## src/hdl/sce_params.svh

```systemverilog
`ifndef SCE_PARAMS_SVH
`define SCE_PARAMS_SVH

// ==========================================================================
// Socket register offsets within one socket block
`define SCE_OFS_PROTOCOL 16'h0000
`define SCE_OFS_COMMAND 16'h0001
`define SCE_OFS_FLAGS 16'h0002
`define SCE_OFS_STATE 16'h0003

// ==========================================================================
// Reset values
`define SCE_RST_PROTOCOL 8'h00
`define SCE_RST_COMMAND 8'h00
`define SCE_RST_FLAGS 8'h00
`define SCE_RST_STATE 8'h00

// ==========================================================================
// Command codes
`define SCE_CMD_NONE 8'h00
`define SCE_CMD_OPEN 8'h01
`define SCE_CMD_AWAIT 8'h02
`define SCE_CMD_CONNECT 8'h04
`define SCE_CMD_GRACEFUL 8'h08
`define SCE_CMD_CLOSE 8'h10
`define SCE_CMD_SEND 8'h20
`define SCE_CMD_SEND_NORES 8'h21
`define SCE_CMD_KEEPALIVE 8'h22
`define SCE_CMD_RX_CONSUME 8'h40

// ==========================================================================
// Socket state codes
`define SCE_ST_RELEASED 8'h00
`define SCE_ST_TCP_OPEN 8'h13
`define SCE_ST_AWAIT 8'h14
`define SCE_ST_SYN_SENT 8'h15
`define SCE_ST_CONNECTED 8'h17
`define SCE_ST_HALF_CLOSED 8'h1C
`define SCE_ST_FIN_WAIT 8'h18
`define SCE_ST_DATAGRAM 8'h22
`define SCE_ST_RAW_FRAME 8'h42

// ==========================================================================
// Protocol field codes, field in bits 3:0
`define SCE_PROTO_MSB 3
`define SCE_PROTO_CLOSED 4'h0
`define SCE_PROTO_TCP 4'h1
`define SCE_PROTO_UDP 4'h2
`define SCE_PROTO_RAW 4'h4

// ==========================================================================
// Event flag bit positions and implemented mask
`define SCE_FLAG_CONNECTED 0
`define SCE_FLAG_PEER_FIN 1
`define SCE_FLAG_DATA_RX 2
`define SCE_FLAG_TIMEOUT 3
`define SCE_FLAG_SEND_OK 4
`define SCE_FLAG_MASK 8'h1F

// ==========================================================================
// Socket count
`define SCE_NUM_SOCKETS 8

`endif

```

## src/hdl/sce_pkg.sv

```systemverilog
// ==========================================================================
// Shared types of the socket command executor
package sce_pkg;

    // Events reported by the protocol engines
    typedef enum logic [3:0] {
        EVT_CONN_OK,
        EVT_CONN_FAIL,
        EVT_RES_TIMEOUT,
        EVT_TCP_TIMEOUT,
        EVT_KEEP_TIMEOUT,
        EVT_FIN_ACK,
        EVT_PEER_FIN,
        EVT_PEER_RST,
        EVT_SEND_DONE,
        EVT_DATA_RX
    } sce_evt_type;

endpackage

```

## src/hdl/sce_socket_command_executor.sv

```systemverilog
`timescale 1ns/1ps
`include "sce_params.svh"
// How it works
// - Accepted command clears its register to zero
// - Zero command means accepted, not finished
// - Open: TCP to 0x13, UDP to 0x22
// - Raw-frame open only on socket zero
// - Await-peer from TCP-opened, TCP mode only
// - Await-peer: success connects, failure releases
// - Connect sends SYN to configured peer
// - Connect success: connected, event bit 0
// - Connect timeouts: event bit 3, released
// - Graceful disconnect sends FIN, TCP only
// - FIN/ACK releases; missing FIN/ACK times out
// - Close releases at once, no exchange
// - Peer reset releases the socket unless a same-cycle command sets another state
// - Send transmits all pending transmit data
// - Send without resolution, UDP only
// - Keep-alive probe, timeout terminates connection
// - Receive-complete releases consumed receive space
// - Eight sockets chosen by socket select
module sce_socket_command_executor
    import sce_pkg::*;
(
    // Clock, reset, enable
    input wire logic clk,
    input wire logic srst,
    input wire logic ce,
    // Host register port
    input wire logic regWrEn,
    input wire logic regRdEn,
    input wire logic [2:0] socket_select,
    input wire logic [15:0] regAddr,
    input wire logic [7:0] regWrData,
    output logic [7:0] regRdData,
    // Requests to the protocol engines
    output logic engReqValid,
    output logic [2:0] engReqSocket,
    output logic [7:0] engReqCode,
    // Events from the protocol engines
    input wire logic engEvtValid,
    input wire logic [2:0] engEvtSocket,
    input wire sce_evt_type engEvtKind
);

    // ======================================================================
    // Per-socket register storage
    logic [7:0] socket_protocol_reg [`SCE_NUM_SOCKETS]; // Mode, host owned
    logic [7:0] socket_command_reg [`SCE_NUM_SOCKETS]; // Self-clearing
    logic [7:0] socket_event_flags_reg [`SCE_NUM_SOCKETS]; // Sticky events
    logic [7:0] socket_state_reg [`SCE_NUM_SOCKETS]; // Read-only state
    logic [`SCE_NUM_SOCKETS-1:0] reqFire; // Socket hands work on

    // ======================================================================
    // One socket slice per generate pass
    for (genvar i = 0; i < `SCE_NUM_SOCKETS; i++) begin : g_sock
        logic hostHit; // Host write aimed at this socket
        logic evtHit; // Engine event aimed at this socket
        logic [3:0] proto; // Protocol field
        logic isTcp;
        logic [7:0] protoNext;
        logic [7:0] cmdNext;
        logic [7:0] flagsNext;
        logic [7:0] stateNext;
        logic [7:0] setBits; // Hardware set requests
        logic [7:0] clrBits; // Host write-one-to-clear
        logic fireNext;

        assign hostHit = regWrEn && (socket_select == 3'(i));
        assign evtHit = engEvtValid && (engEvtSocket == 3'(i));
        assign proto = socket_protocol_reg[i][`SCE_PROTO_MSB:0];
        assign isTcp = (proto == `SCE_PROTO_TCP);

        // Next values: events first, then command, then host writes
        always_comb begin
            protoNext = socket_protocol_reg[i];
            cmdNext = socket_command_reg[i];
            stateNext = socket_state_reg[i];
            setBits = 8'h00;
            clrBits = 8'h00;
            fireNext = 1'b0;
            // Engine events
            if (evtHit) begin
                case (engEvtKind)
                    EVT_CONN_OK: begin
                        if (socket_state_reg[i] == `SCE_ST_AWAIT ||
                            socket_state_reg[i] == `SCE_ST_SYN_SENT) begin
                            stateNext = `SCE_ST_CONNECTED;
                            setBits[`SCE_FLAG_CONNECTED] = 1'b1;
                        end
                    end
                    EVT_CONN_FAIL, EVT_RES_TIMEOUT, EVT_TCP_TIMEOUT,
                    EVT_KEEP_TIMEOUT: begin
                        // Timeout flag rises with the release
                        setBits[`SCE_FLAG_TIMEOUT] = 1'b1;
                        stateNext = `SCE_ST_RELEASED;
                    end
                    EVT_FIN_ACK: begin
                        setBits[`SCE_FLAG_PEER_FIN] = 1'b1;
                        if (socket_state_reg[i] == `SCE_ST_FIN_WAIT) begin
                            stateNext = `SCE_ST_RELEASED;
                        end
                    end
                    EVT_PEER_FIN: begin
                        setBits[`SCE_FLAG_PEER_FIN] = 1'b1;
                        if (socket_state_reg[i] == `SCE_ST_CONNECTED) begin
                            stateNext = `SCE_ST_HALF_CLOSED;
                        end
                    end
                    EVT_PEER_RST: stateNext = `SCE_ST_RELEASED;
                    EVT_SEND_DONE: setBits[`SCE_FLAG_SEND_OK] = 1'b1;
                    EVT_DATA_RX: setBits[`SCE_FLAG_DATA_RX] = 1'b1;
                    default: ;
                endcase
            end
            // Pending command: decoded once, then cleared
            if (socket_command_reg[i] != `SCE_CMD_NONE) begin
                cmdNext = `SCE_CMD_NONE;
                case (socket_command_reg[i])
                    `SCE_CMD_OPEN: begin
                        if (isTcp) begin
                            stateNext = `SCE_ST_TCP_OPEN;
                            fireNext = 1'b1;
                        end else if (proto == `SCE_PROTO_UDP) begin
                            stateNext = `SCE_ST_DATAGRAM;
                            fireNext = 1'b1;
                        end else if (proto == `SCE_PROTO_RAW && i == 0) begin
                            stateNext = `SCE_ST_RAW_FRAME;
                            fireNext = 1'b1;
                        end
                    end
                    `SCE_CMD_AWAIT: begin
                        if (isTcp &&
                            socket_state_reg[i] == `SCE_ST_TCP_OPEN) begin
                            stateNext = `SCE_ST_AWAIT;
                            fireNext = 1'b1;
                        end
                    end
                    `SCE_CMD_CONNECT: begin
                        // Engine takes peer address and port itself
                        if (isTcp &&
                            socket_state_reg[i] == `SCE_ST_TCP_OPEN) begin
                            stateNext = `SCE_ST_SYN_SENT;
                            fireNext = 1'b1;
                        end
                    end
                    `SCE_CMD_GRACEFUL: begin
                        // Active close from connected, passive from half
                        if (isTcp &&
                            (socket_state_reg[i] == `SCE_ST_CONNECTED ||
                            socket_state_reg[i] == `SCE_ST_HALF_CLOSED)) begin
                            stateNext = `SCE_ST_FIN_WAIT;
                            fireNext = 1'b1;
                        end
                    end
                    `SCE_CMD_CLOSE: begin
                        // Engine is told so it drops the socket silently
                        stateNext = `SCE_ST_RELEASED;
                        fireNext = 1'b1;
                    end
                    `SCE_CMD_SEND: begin
                        if (socket_state_reg[i] == `SCE_ST_CONNECTED ||
                            socket_state_reg[i] == `SCE_ST_HALF_CLOSED ||
                            socket_state_reg[i] == `SCE_ST_DATAGRAM ||
                            socket_state_reg[i] == `SCE_ST_RAW_FRAME) begin
                            fireNext = 1'b1;
                        end
                    end
                    `SCE_CMD_SEND_NORES: begin
                        if (proto == `SCE_PROTO_UDP &&
                            socket_state_reg[i] == `SCE_ST_DATAGRAM) begin
                            fireNext = 1'b1;
                        end
                    end
                    `SCE_CMD_KEEPALIVE: begin
                        if (isTcp &&
                            socket_state_reg[i] == `SCE_ST_CONNECTED) begin
                            fireNext = 1'b1;
                        end
                    end
                    `SCE_CMD_RX_CONSUME: begin
                        if (socket_state_reg[i] != `SCE_ST_RELEASED) begin
                            fireNext = 1'b1;
                        end
                    end
                    default: ; // Unknown code only cleared
                endcase
                // Invalid combinations fall through untouched
            end
            // Host writes
            if (hostHit) begin
                case (regAddr)
                    `SCE_OFS_PROTOCOL: protoNext = regWrData;
                    `SCE_OFS_COMMAND: begin
                        // Busy register ignores a second write
                        if (socket_command_reg[i] == `SCE_CMD_NONE) begin
                            cmdNext = regWrData;
                        end
                    end
                    `SCE_OFS_FLAGS: clrBits = regWrData;
                    default: ;
                endcase
            end
            // Set beats a same-cycle clear
            flagsNext = ((socket_event_flags_reg[i] & ~clrBits) | setBits)
                & `SCE_FLAG_MASK;
        end

        // Registering of the socket slice
        always_ff @(posedge clk) begin
            if (srst) begin
                socket_protocol_reg[i] <= `SCE_RST_PROTOCOL;
                socket_command_reg[i] <= `SCE_RST_COMMAND;
                socket_event_flags_reg[i] <= `SCE_RST_FLAGS;
                socket_state_reg[i] <= `SCE_RST_STATE;
                reqFire[i] <= 1'b0;
            end else if (ce) begin
                socket_protocol_reg[i] <= protoNext;
                socket_command_reg[i] <= cmdNext;
                socket_event_flags_reg[i] <= flagsNext;
                socket_state_reg[i] <= stateNext;
                reqFire[i] <= fireNext;
            end
        end

    end

    // ======================================================================
    // Engine request and read-back registers
    logic engReqValid_reg;
    logic [2:0] engReqSocket_reg;
    logic [7:0] engReqCode_reg;
    logic [7:0] lastCmd_reg [`SCE_NUM_SOCKETS]; // Code behind a request
    logic engReqValid_next;
    logic [2:0] engReqSocket_next;
    logic [7:0] engReqCode_next;
    logic [7:0] rdData_reg;
    logic [7:0] rdData_next;

    // Codes accepted last cycle, kept for the request word
    always_ff @(posedge clk) begin
        for (int k = 0; k < `SCE_NUM_SOCKETS; k++) begin
            if (srst) begin
                lastCmd_reg[k] <= 8'h00;
            end else if (ce) begin
                lastCmd_reg[k] <= socket_command_reg[k];
            end
        end
    end

    // Only one socket can fire per cycle, as host writes are serial
    always_comb begin
        engReqValid_next = 1'b0;
        engReqSocket_next = 3'h0;
        engReqCode_next = 8'h00;
        for (int k = `SCE_NUM_SOCKETS - 1; k >= 0; k--) begin
            if (reqFire[k]) begin
                engReqValid_next = 1'b1;
                engReqSocket_next = 3'(k);
                engReqCode_next = lastCmd_reg[k];
            end
        end
    end

    // Read data, unmapped offsets answer zero
    always_comb begin
        rdData_next = rdData_reg;
        if (regRdEn) begin
            case (regAddr)
                `SCE_OFS_PROTOCOL: rdData_next =
                    socket_protocol_reg[socket_select];
                `SCE_OFS_COMMAND: rdData_next =
                    socket_command_reg[socket_select];
                `SCE_OFS_FLAGS: rdData_next =
                    socket_event_flags_reg[socket_select];
                `SCE_OFS_STATE: rdData_next =
                    socket_state_reg[socket_select];
                default: rdData_next = 8'h00;
            endcase
        end
    end

    // Output registers
    always_ff @(posedge clk) begin
        if (srst) begin
            engReqValid_reg <= 1'b0;
            engReqSocket_reg <= 3'h0;
            engReqCode_reg <= 8'h00;
            rdData_reg <= 8'h00;
        end else if (ce) begin
            engReqValid_reg <= engReqValid_next;
            engReqSocket_reg <= engReqSocket_next;
            engReqCode_reg <= engReqCode_next;
            rdData_reg <= rdData_next;
        end
    end

    assign engReqValid = engReqValid_reg;
    assign engReqSocket = engReqSocket_reg;
    assign engReqCode = engReqCode_reg;
    assign regRdData = rdData_reg;
endmodule

```

## config.mk

```make
export PLATFORM = sky130hd
export DESIGN_NAME = sce_socket_command_executor
export DESIGN_NICKNAME = d
export VERILOG_FILES = /design/src/hdl/sce_pkg.sv /design/src/hdl/sce_socket_command_executor.sv
export VERILOG_INCLUDE_DIRS = /design/src /design/src/hdl
export SDC_FILE = /design/constraint.sdc
export NUM_CORES = 1
export LEC_CHECK = 0
export BUFFER_PORTS_ARGS = -buffer_cell sky130_fd_sc_hd__buf_4
export CORE_UTILIZATION = 60
export DETAILED_ROUTE_END_ITERATION = 12
export PLACE_DENSITY_LB_ADDON = 0.08
export SLEW_MARGIN = 20
export SYNTH_ARGS = -nofsm -noshare
export SYNTH_HDL_FRONTEND = slang
export SYNTH_SLANG_ARGS = --single-unit
```

## constraint.sdc

```tcl
create_clock -name clk -period 14.05 [get_ports clk]
set_input_delay 4.215 -clock clk [delete_from_list [all_inputs] [get_ports clk]]
set_output_delay 4.215 -clock clk [all_outputs]
set_load 0.02 [all_outputs]
```

# ---- Word-level counts from Yosys, hierarchy flattened
# Memory sizes are Yosys's and may differ from the RTL's.
# Index checks and enable logic that the tools add are counted.
dict set report totals {
  regBits 28
  latch_bits 0
  ramBits 296
  rom_bits 0
  in_bits 40
  output_inout_bits 20
  wordCells 713
  n_memories 5
}
# memory words width read_ports rd_clocked_by_memory_dff wr line_no
set memory_table {}
lappend memory_table {lastCmd_reg 8 8 8 0 8 sce_socket_command_executor.sv:233} ;# logic [7:0] lastCmd_reg [`SCE_NUM_SOCKETS];
lappend memory_table {socket_command_reg 8 8 9 0 8 sce_socket_command_executor.sv:49} ;# logic [7:0] socket_command_reg [`SCE_NUM_SOCKETS];
lappend memory_table {socket_protocol_reg 8 8 9 0 8 sce_socket_command_executor.sv:48} ;# logic [7:0] socket_protocol_reg [`SCE_NUM_SOCKETS];
lappend memory_table {socket_state_reg 8 8 9 0 8 sce_socket_command_executor.sv:51} ;# logic [7:0] socket_state_reg [`SCE_NUM_SOCKETS];
lappend memory_table {socket_event_flags_reg 8 5 9 0 8 sce_socket_command_executor.sv:50} ;# logic [7:0] socket_event_flags_reg [`SCE_NUM_SOCKETS];
dict set report op_classes {
  n_addsub 0
  multipliers 0
  div_mod_pow 0
  n_lt_le_gt_ge 0
  eq_ne 179
  shift 0
  muxes 333
  n_bitwise 64
  reduce_logical 120
}
# op count
set op_table {}
lappend op_table {{2-to-1 mux 8 bit} 169}
lappend op_table {{== test 8 x 5 -> 1 bit, second input constant} 56}
lappend op_table {{one-hot mux 8 bit (5 select lines)} 8}
lappend op_table {{one-hot mux 8 bit (4 select lines)} 9}
lappend op_table {{== test 8 x 6 -> 1 bit, second input constant} 32}
lappend op_table {{== test 8 x 7 -> 1 bit, second input constant} 16}
lappend op_table {{nonzero test 8 bit} 16}
lappend op_table {{2-to-1 mux 5 bit} 25}
lappend op_table {{2-to-1 mux 1 bit} 106}
lappend op_table {{== test 8 x 1 -> 1 bit, second input constant} 8}
lappend op_table {{== test 8 x 2 -> 1 bit, second input constant} 8}
lappend op_table {{== test 8 x 3 -> 1 bit, second input constant} 8}
lappend op_table {{== test 8 x 4 -> 1 bit, second input constant} 8}
lappend op_table {{logical NOT 8 bit} 8}
lappend op_table {{one-hot mux 1 bit (8 select lines)} 8}
lappend op_table {{logical AND 1 bit} 48}
lappend op_table {{AND 5 bit} 8}
lappend op_table {{== test 4 x 2 -> 1 bit, second input constant} 10}
lappend op_table {{inverter 5 bit} 8}
lappend op_table {{bitwise OR 1 bit} 40}
lappend op_table {{bitwise OR 5 bit} 8}
lappend op_table {{== test 4 x 1 -> 1 bit, second input constant} 9}
lappend op_table {{== test 16 x 2 -> 1 bit, second input constant} 2}
lappend op_table {{logical OR 1 bit} 32}
lappend op_table {{other kinds (14)} 46}

# ---- Logic depth before layout (Yosys ltp)
# Gate-level depths: netlist of the first run.
# An unclocked memory read counts as a cell.
dict set report logic_depth {
  ltp_word 12
  mapped_depth 9
  mapped_depth_nobuf 6
}

# ---- Worst setup path before layout of the first run
# No wires, ideal clock.
dict set report synth_timing {
  path_kind {in2reg}
  startpoint {in ce}
  endpoint {mem lastCmd_reg[0][0] (enable)}
  setup_ps 582
  arrival_ps 9227
  required_time_ps 13468
  setup_slack_ps 4241
  cell_stages 4
  n_path_buf 2
  path_cell_list {clkbuf_1 nor2_1 clkbuf_1 inv_1}
}
# element line_no
set synth_rtl {}
lappend synth_rtl {{start: declaration} sce_socket_command_executor.sv:28} ;# input wire logic ce,
lappend synth_rtl {{end: declaration} sce_socket_command_executor.sv:233}

==> flow_metrics.tcl, run 1 <==
set metrics [dict create \
    outcome "completed" \
    fill_cells 2510 \
    worst_ep_arrival_time_ns 6.84 \
    pwr_density_cell_nw_per_um2 112 \
    critical_path_buf_inv_count 4 \
    critical_path.cell_chain "buf_4 -> nor2_1 -> buf_4 -> inv_8 -> buf_4" \
    root_buffer "clkbuf_16" \
    globalplace.congestion 1.02 \
    multiInputGateArea_sq_um 9920 \
    timing.critical_path.to_type "flop" \
    via_count 17271 \
    fraction_of_layout_cells_with_a_size_suffix_above_1_pct 12.7 \
    synthTopCellsByArea "edfxtp_1, mux4_2, nor2_1" \
    worst-path-max-fanout 154 \
    die_outline_width_um 184 \
    synth_largest_type_area_fraction_pct 44.5 \
    worst_path_largest_cell_delay_ns 0.93 \
    route.final.wire_length_um 67400 \
    worst_path_dominant_cell_family "buffers and inverters" \
    worst_skew_pair.late_latency_ns 0.54 \
    synth_largest_area_cell "edfxtp_1" \
    postSynth.topFlopCell "edfxtp_1" \
    syn2layout_area_growth_pct 9.17 \
    final.min_clock_period_ns 6.69 \
    place.port_buffers 59 \
    h-tree-depth 2 \
    power.share.switching_pct 26.9 \
    number_of_global_route_vias_before_repair 15858 \
    clock_power_share_pct 39.5 \
    drc_errors 0 \
    place.detailed.hpwl_um 48300 \
    grt.total_usage_pct 39.8 \
    post_synth_most_frequent_cells "edfxtp_1, nor2_1, nand2_1" \
    intPower_mw 1.78 \
    die_y_extent_um 184 \
    fin_total_pwr_mw 2.44 \
    sequential_cell_area_sq_um 9450 \
    routed_wire_length_per_instance_um 28.1 \
    startpoint_type "input pin" \
    fin_worst_skew_ns 0.0113 \
    net-switching-power_uw 655 \
    placed_cells 2331 \
    worstMarginPinSlew_ns 1.19 \
    normalized_max_slew_margin_pct 20.5 \
    fmaxAchievable_mhz 149 \
    grt_antenna_before_repair 1 \
    power.leakage_nw 7.15 \
    final_net_count 1968 \
    timing.critical_path.mode_cell "buf_4" \
    power.ir.vdd_worst_mv 0.118 \
    number_of_enable_flip_flop_cells_after_synthesis 296 \
    ratio_of_final_minimum_period_to_clock_period_pct 47.6 \
    worst_path_max_delay_cell "buf_4" \
    detailed_route_iter0_violations 2610 \
    core_area_sq_um 32600 \
    synthesis.yosys.warnings 0 \
    synth.net_count 1992 \
    grt_start_max_net_pins 155 \
    cts_post_setup_buffers_inserted 0 \
    totalNegativeSetupSlack_ns 0 \
    firstDrtPassIters 6 \
    clk_pin_slew_worst_paths_ns 0.06 \
    min_path_type "reg -> reg" \
    cts-buffers-inserted 37 \
    global_route_wire_length_before_repair_um 99300 \
    tritoncts "built" \
    syn-mean-instance-area_sq_um 10.2 \
    synth.yosys.seq_area_share_pct 47.3 \
    synthesis.instances 1952 \
    post_layout_nonfiller_instances 2398 \
    post_drt_via_cell_ratio 7.20 \
    ios 60 \
    proportion_of_power_drawn_by_flip_flops_and_latches_pct 48.8 \
    yosys.cell_types.count 100 \
    synthesis.area_sq_um 20000 \
    cp.required_ns 14.20 \
    worst_case_clock_buffer_depth 3 \
    setup.worst_path.class "in -> reg" \
    clock-sinks 324 \
    p_comb_share_pct 11.7 \
    overflow 0 \
    max_cap_viol_count 0 \
    postCtsHoldBufs 0 \
    fp.dieArea_sq_um 34000 \
    rsz0062_at_grt "false" \
    proportion_of_synthesized_flip_flops_having_asynchronous_set_or_reset_pct 0 \
    maxSlewViolCount 0 \
    setup_viol 0 \
    synth_most_common_cell "edfxtp_1" \
    synth.ff_latch_count 324 \
    ant_nets 0 \
    initial_core_util_pct 61.3 \
    finalHoldViolCount 0 \
    post_cts.resized_instances 0 \
    rows 66 \
]
-- final cells by class --
cell class | count | share of cell area (%)
Sequential cell | 324 | 43.3
Clock inverter | 21 | 1.02
Antenna cell | 1 | 0.0115
Multi-Input combinational cell | 1454 | 45.5
Timing Repair Buffer | 75 | 2.58
Inverter | 36 | 0.654
Clock buffer | 45 | 4.38
Tap cell | 442 | 2.54
-- cell families (layout without fill, tap and decap cells) --
| logic type | after synthesis | in the layout | synth area share (%) |
|---|---|---|---|
| xor gates and xnor gates | 34 | 34 | 1.49 |
| and+or+nand+nor | 854 | 854 | 24.4 |
| muxes | 85 | 85 | 7.31 |
| AOI/OAI and AO/OA | 481 | 481 | 16.0 |
| other | 0 | 1 | 0 |
| buffers and inverters | 174 | 177 | 3.46 |
| DFF | 324 | 324 | 47.3 |
-- layout by cell type, fill, tap and decap left out, types with 14 or more instances in the layout --
| cell type | count |
|---|---|
| edfxtp_1 | 296 |
| nand4_1 | 19 |
| nand3_1 | 48 |
| nand2b_1 | 36 |
| nor4b_1 | 29 |
| a21oi_1 | 109 |
| a211oi_1 | 35 |
| or4_1 | 15 |
| or3_1 | 23 |
| buf_4 | 75 |
| a31oi_1 | 18 |
| nor3_1 | 64 |
| dfxtp_1 | 28 |
| nor2b_1 | 31 |
| nand3b_1 | 16 |
| inv_1 | 33 |
| mux4_2 | 46 |
| nor3b_1 | 15 |
| a221oi_1 | 40 |
| and2_1 | 81 |
| nor2_1 | 185 |
| nor4_1 | 42 |
| o21ai_0 | 110 |
| o211ai_1 | 14 |
| xnor2_1 | 24 |
| mux2i_1 | 35 |
| o22ai_1 | 18 |
| nand2_1 | 138 |
| a22oi_1 | 14 |
| clkbuf_16 | 37 |
-- power by group through the flow --
stage	combinational [mW]	sequential (mW)	clock [mW]
5_1_grt	0.302	1.19	0.997
3_5_place_dp	0.276	1.20	0
6_report	0.285	1.19	0.963
3_3_place_gp	0.273	1.20	0
4_1_cts	0.277	1.18	0.961
2_1_floorplan	0.203	1.17	0
-- worst min-delay path, delay by kind of cell, from the launching register on --
kind	cells	cell delay, ns
compound gates	1	0.06
flops	1	0.31
simple gates	1	0.07
-- metrics by stage --
stage                     setup slack, ns  hold WS [ns]  util, %  cell area [sq um]
after floorplan                      4.24         0.527        -              20000
after global placement               6.90         0.464     63.2              20600
after detailed placement             6.88         0.469     63.2              20600
after CTS                            7.43         0.484     66.8              21800
after global routing                 7.26         0.494     66.9              21800
final                                7.36         0.478     66.9              21800
-- path summary, 6_finish.rpt --
kind / start / endpoint / slack (ns) / cells past startpoint
hold / removal: engReqSocket[1] / engReqSocket[1] / 0.48 / 2
setup reg to reg: socket_command_reg[0][2] / socket_state_reg[0][6] / 11.05 / 5
hold reg to reg: engReqSocket[1] / engReqSocket[1] / 0.48 / 2
setup / recovery: ce / socket_event_flags_reg[6][2] / 7.36 / 5
-- metal layers --
| metal | part of all wire (%) | up-vias | global-route usage [%] | wire length [um] |
|---|---|---|---|---|
| met3 | 12 | 210 | 10.3 | 8280 |
| met1 | 38 | 8304 | 53.8 | 25900 |
| met2 | 44 | 1200 | 59.0 | 29600 |
| li1 | - | 7555 | - | - |
| met4 | 5.5 | 2 | 20.6 | 3720 |
| met5 | 0.019 | - | 0 | 13 |
Power figures use the tool's default switching activity.
==> run 2, diff against run 1 <==
Clock period 14.05 ns to 7 ns, I/O delays scaled along.
==> run 2 against run 1 <==
Effect of this change:
- critical path type unchanged
- flip-flop and latch count unchanged
- combinational power is 100% higher
- worst hold slack got worse by 0.00076 ns
- die area did not move
- core utilization grew 0.20 points
- register-to-register slack worse by 7.0 ns
- design area increased by 0.30%
- first-iteration DRC count fell by 18%
==> flow_metrics.tcl, run 2 (same netlist as run 1, synthesis figures left out) <==
set metrics [dict create \
    outcome "completed" \
    setup_viol 0 \
    final_net_count 1973 \
    rsz0062_at_grt "false" \
    root_buffer "clkbuf_16" \
    clock-sinks 324 \
    die_outline_width_um 184 \
    most_used_cells_in_the_layout_excluding_fill_and_tap_cells "edfxtp_1, nor2_1, nand2_1" \
    setup.worst_path.class "in -> reg" \
    pwr_density_cell_nw_per_um2 225 \
    timing.critical_path.to_type "flop" \
    worst_path_max_delay_cell "nor2b_1" \
    grt_start_max_net_pins 186 \
    fin_total_pwr_mw 4.93 \
    topRoutingLayerUsed "met4" \
    worst_path_largest_cell_delay_ns 0.84 \
    firstDrtPassIters 6 \
    power.ir.vdd_worst_mv 0.207 \
    route.final.wire_length_um 67500 \
    ant_nets 0 \
    dr_wl_met3_um 8560 \
    fin_worst_skew_ns 0.0201 \
    worst_ep_arrival_time_ns 4.65 \
    ios 60 \
    place.detailed.hpwl_um 47700 \
    startpoint_type "input pin" \
    tritoncts "built" \
    maxSlewViolCount 0 \
    fp.dieArea_sq_um 34000 \
    finalHoldViolCount 0 \
    syn2layout_area_growth_pct 9.50 \
    clk_pin_slew_worst_paths_ns 0.06 \
    core_area_sq_um 32600 \
    min_path_type "reg -> reg" \
    global_route_wire_length_before_repair_um 98800 \
    post_layout_nonfiller_instances 2403 \
    critical_path.cell_chain "buf_4 -> nor2b_1 -> nand3_1 -> o21bai_1" \
    place.port_buffers 59 \
    fraction_of_layout_cells_with_a_size_suffix_above_1_pct 12.9 \
    post_cts.resized_instances 0 \
    worst_skew_pair.late_latency_ns 0.55 \
    globalplace.congestion 1.02 \
    fmaxAchievable_mhz 223 \
    rows 66 \
    detailed_route_iter0_violations 2143 \
    grt_antenna_before_repair 1 \
    normalized_max_slew_margin_pct 17.5 \
    worst_case_clock_buffer_depth 3 \
    overflow 0 \
    cts_post_setup_buffers_inserted 0 \
    cp.required_ns 7.17 \
    worst_hold_slack_ns 0.477 \
    worst-path-max-fanout 53 \
    totalNegativeSetupSlack_ns 0 \
    critical_path_buf_inv_count 1 \
    place_worst_setup_slack_ns 2.09 \
    final.min_clock_period_ns 4.47 \
    met2_wirelength_um 29900 \
    power.leakage_nw 7.18 \
    h-tree-depth 2 \
    placed_cells 2337 \
    routed_wire_length_per_instance_um 28.1 \
    ratio_of_final_minimum_period_to_clock_period_pct 63.9 \
    worst_path_dominant_cell_family "simple AND/OR/NAND/NOR gates" \
    route.layer.met1.wl_um 25500 \
    postCtsHoldBufs 0 \
    max_cap_viol_count 0 \
    mostFrequentLayoutCell "edfxtp_1" \
    die_y_extent_um 184 \
    via_count 17402 \
    worstMarginPinSlew_ns 1.23 \
    number_of_global_route_vias_before_repair 15898 \
    post_drt_via_cell_ratio 7.24 \
    cts-buffers-inserted 36 \
    grt.total_usage_pct 39.7 \
    initial_core_util_pct 61.3 \
    drc_errors 0 \
    finalWorstSetupSlack_ns 2.53 \
]
run 2: power by group:
| part | switching (mW) | total, mW | internal [mW] |
|---|---|---|---|
| clock network | 0.791 | 1.97 | 1.17 |
| registers | 0.154 | 2.38 | 2.23 |
| logic | 0.353 | 0.576 | 0.223 |
| total | 1.30 | 4.93 | 3.63 |
run 2: worst reg2reg max path: stages (launching register included):
cell and delay (ns):
edfxtp_1 0.51, or4b_2 0.73, nor2_1 0.15, nand3_1 0.21
a2111oi_0 0.71, nand2b_1 0.25, o22ai_1 0.12
run 2: cell type report:
cell class                      instances  area (sq um)
Antenna cell                            1          2.50
Clock buffer                           46           938
Clock inverter                         19           260
Fill cell                            2506         10700
Inverter                               36           139
Multi-Input combinational cell       1454          9910
Sequential cell                       324          9450
Tap cell                              442           553
Timing Repair Buffer                   81           621
run 2: metal layers:
layer	GRT usage (%)	vias to the layer above
met4	20.1	0
met1	54.4	8314
li1	-	7564
met5	0	-
met2	59.5	1304
met3	8.46	220
run 2: worst paths after layout:
check	cells after the start	end	start	slack, ns
worst min register to register	2	engReqSocket[1]	engReqSocket[1]	0.48
worst min-delay path	2	engReqSocket[1]	engReqSocket[1]	0.48
worst max-delay path	4	socket_protocol_reg[6][5]	socket_select[0]	2.53
worst max register to register	6	socket_state_reg[6][4]	socket_state_reg[6][6]	4.05
run 2: stage by stage:
stage	util (%)	cell area [sq um]
6_report	67.1	21900
5_1_grt	67.1	21900
4_1_cts	67.0	21900
3_5_place_dp	63.4	20700
3_3_place_gp	63.4	20700
2_1_floorplan	-	20000
==> run 3, diff against run 2 <==
Clock period 7 ns to 4.3 ns, I/O delays scaled along.
==> run 3 against run 2 <==
Effect of this change:
- die area stayed put
- worst hold slack better by 0.011 ns
- count of clock-buffer cells in the layout is 5 lower
- combinational power is 68% higher
- core utilization is 1.0 points higher
- sequential share of layout area is 0.65 points lower
- register-to-register slack worse by 2.7 ns
- clock skew is 0.0090 ns higher
- flip-flop and latch count stayed put
- critical endpoint is now socket_event_flags_reg[2][0]
- largest cell class unchanged
- largest power group unchanged
==> flow_metrics.tcl, run 3 (same netlist as run 1, synthesis figures left out) <==
set metrics [dict create \
    timing.critical_path.to_type "flop" \
    root_buffer "clkbuf_16" \
    detailed_route_iter0_violations 2558 \
    pwr_density_cell_nw_per_um2 364 \
    proportion_of_power_drawn_by_flip_flops_and_latches_pct 48.0 \
    initial_core_util_pct 61.3 \
    cts_post_setup_buffers_inserted 0 \
    setup_viol 0 \
    die_y_extent_um 184 \
    worstMarginPinSlew_ns 1.04 \
    timing.critical_path.mode_cell "buf_4" \
    place.detailed.hpwl_um 50000 \
    final_net_count 2010 \
    fin_total_pwr_mw 8.09 \
    finalWorstSetupSlack_ns 1.18 \
    via_count 17850 \
    grt.total_usage_pct 41.4 \
    maxSlewViolCount 0 \
    critical_path.cell_chain "buf_4 -> nor4_1 -> nand4_1 -> buf_4 -> nor2_1 -> nand2_1 -> o21ai_0 -> a21oi_1" \
    firstDrtPassIters 6 \
    rsz0062_at_grt "false" \
    clock_power_share_pct 40.0 \
    worst_skew_pair.late_latency_ns 0.56 \
    placed_cells 2373 \
    route.final.wire_length_um 69800 \
    fmaxAchievable_mhz 320 \
    worst_case_clock_buffer_depth 3 \
    worst_ep_arrival_time_ns 3.39 \
    power.ir.vdd_worst_mv 0.393 \
    clk_pin_slew_worst_paths_ns 0.06 \
    drc_errors 0 \
    post_drt_via_cell_ratio 7.31 \
    r2r_slack_ns 1.39 \
    number_of_global_route_vias_before_repair 16391 \
    outcome "completed" \
    syn2layout_area_growth_pct 11.2 \
    ios 60 \
    critical_path_buf_inv_count 2 \
    p_comb_share_pct 12.0 \
    min_path_type "reg -> reg" \
    ant_nets 0 \
    startpoint_type "input pin" \
    power.share.switching_pct 27.0 \
    final.min_clock_period_ns 3.12 \
    clock-sinks 324 \
    mostFrequentLayoutCell "edfxtp_1" \
    post_layout_nonfiller_instances 2441 \
    fraction_of_layout_cells_with_a_size_suffix_above_1_pct 14.5 \
    h-tree-depth 2 \
    cp.required_ns 4.56 \
    core_area_sq_um 32600 \
    post_cts.resized_instances 0 \
    globalplace.congestion 1.01 \
    finalHoldViolCount 0 \
    routed_wire_length_per_instance_um 28.6 \
    global_route_wire_length_before_repair_um 104000 \
    place_worst_setup_slack_ns 0.761 \
    place.port_buffers 59 \
    fill_cells 2457 \
    ratio_of_final_minimum_period_to_clock_period_pct 72.6 \
    worst_path_dominant_cell_family "simple AND/OR/NAND/NOR gates" \
    worst_path_max_delay_cell "o21ai_0" \
    overflow 0 \
    critical_path_depth 8 \
    grt_antenna_before_repair 1 \
    tritoncts "built" \
    grt_start_max_net_pins 86 \
    whs_path_depth 2 \
    most_used_cells_in_the_layout_excluding_fill_and_tap_cells "edfxtp_1, nor2_1, nand2_1" \
    rows 66 \
    die_outline_width_um 184 \
    intPower_mw 5.90 \
    fin_worst_skew_ns 0.0291 \
    postCtsHoldBufs 0 \
    cts-buffers-inserted 37 \
    setup.worst_path.class "in -> reg" \
    normalized_max_slew_margin_pct 30.5 \
    worst_path_largest_cell_delay_ns 0.44 \
    worst-path-max-fanout 8 \
    fp.dieArea_sq_um 34000 \
    max_cap_viol_count 0 \
    net-switching-power_mw 2.19 \
    reg2regPathDepth 5 \
    power.leakage_nw 7.38 \
]
## run 3: changes by cell type in the layout (fill, tap and decap cells not counted), sizes merged
| cell | change |
|---|---|
| clkinvlp | +1 |
| clkbuf | -5 |
| buf | +36 |
| inv | +2 |
| clkinv | +5 |
| bufinv | -1 |
## run 3: tightest hold or removal path, stage by stage (launching register included)
cell and delay [ns]:
dfxtp_1 0.31, nor2_1 0.08, a211oi_1 0.05
## run 3: final timing paths
| path | from | end |
|---|---|---|
| worst max-delay path | regAddr[3] | socket_event_flags_reg[2][0] |
| worst min-delay path | engReqCode[4] | engReqCode[4] |
| worst max register to register | socket_command_reg[0][2] | socket_state_reg[0][5] |
| worst min register to register | engReqCode[4] | engReqCode[4] |
## run 3: through the flow
| stage | area [sq um] | hold slack (ns) | setup TNS, ns | utilization, % |
|---|---|---|---|---|
| floorplan | 20000 | 0.527 | -289.42 | - |
| global placement | 21000 | 0.454 | 0 | 64.3 |
| detailed placement | 21000 | 0.481 | 0 | 64.3 |
| CTS | 22200 | 0.489 | 0 | 68.1 |
| global route | 22200 | 0.509 | 0 | 68.1 |
| finish | 22200 | 0.489 | 0 | 68.1 |
## run 3: layer usage
layer | global-route usage [%] | share of wire (%) | wire, um | up-vias
met5 | 0 | 0 | 0 | -
met4 | 21.1 | 5.6 | 3880 | 0
met3 | 9.86 | 14 | 9500 | 234
met2 | 60.6 | 43 | 30200 | 1378
met1 | 57.6 | 38 | 26200 | 8588
li1 | - | - | - | 7650
## run 3: power groups by stage
stage | Clock (mW) | Sequential [mW] | Combinational (mW)
after floorplan | 0 | 3.81 | 0.667
final | 3.24 | 3.89 | 0.968
after detailed placement | 0 | 3.93 | 0.936
after global placement | 0 | 3.92 | 0.925
after CTS | 3.24 | 3.87 | 0.942
after global routing | 3.34 | 3.90 | 1.03
## run 3: final cells by class
| cell class | instances | area [sq um] | area share (%) |
|---|---|---|---|
| multi-input combinational | 1454 | 9910 | 44.6 |
| timing repair buffer | 117 | 941 | 4.24 |
| inverter | 36 | 139 | 0.625 |
| clock inverter | 26 | 280 | 1.26 |
| antenna | 1 | 2.50 | 0.0113 |
| sequential | 324 | 9450 | 42.5 |
| clock buffer | 41 | 941 | 4.24 |
| tap | 442 | 553 | 2.49 |
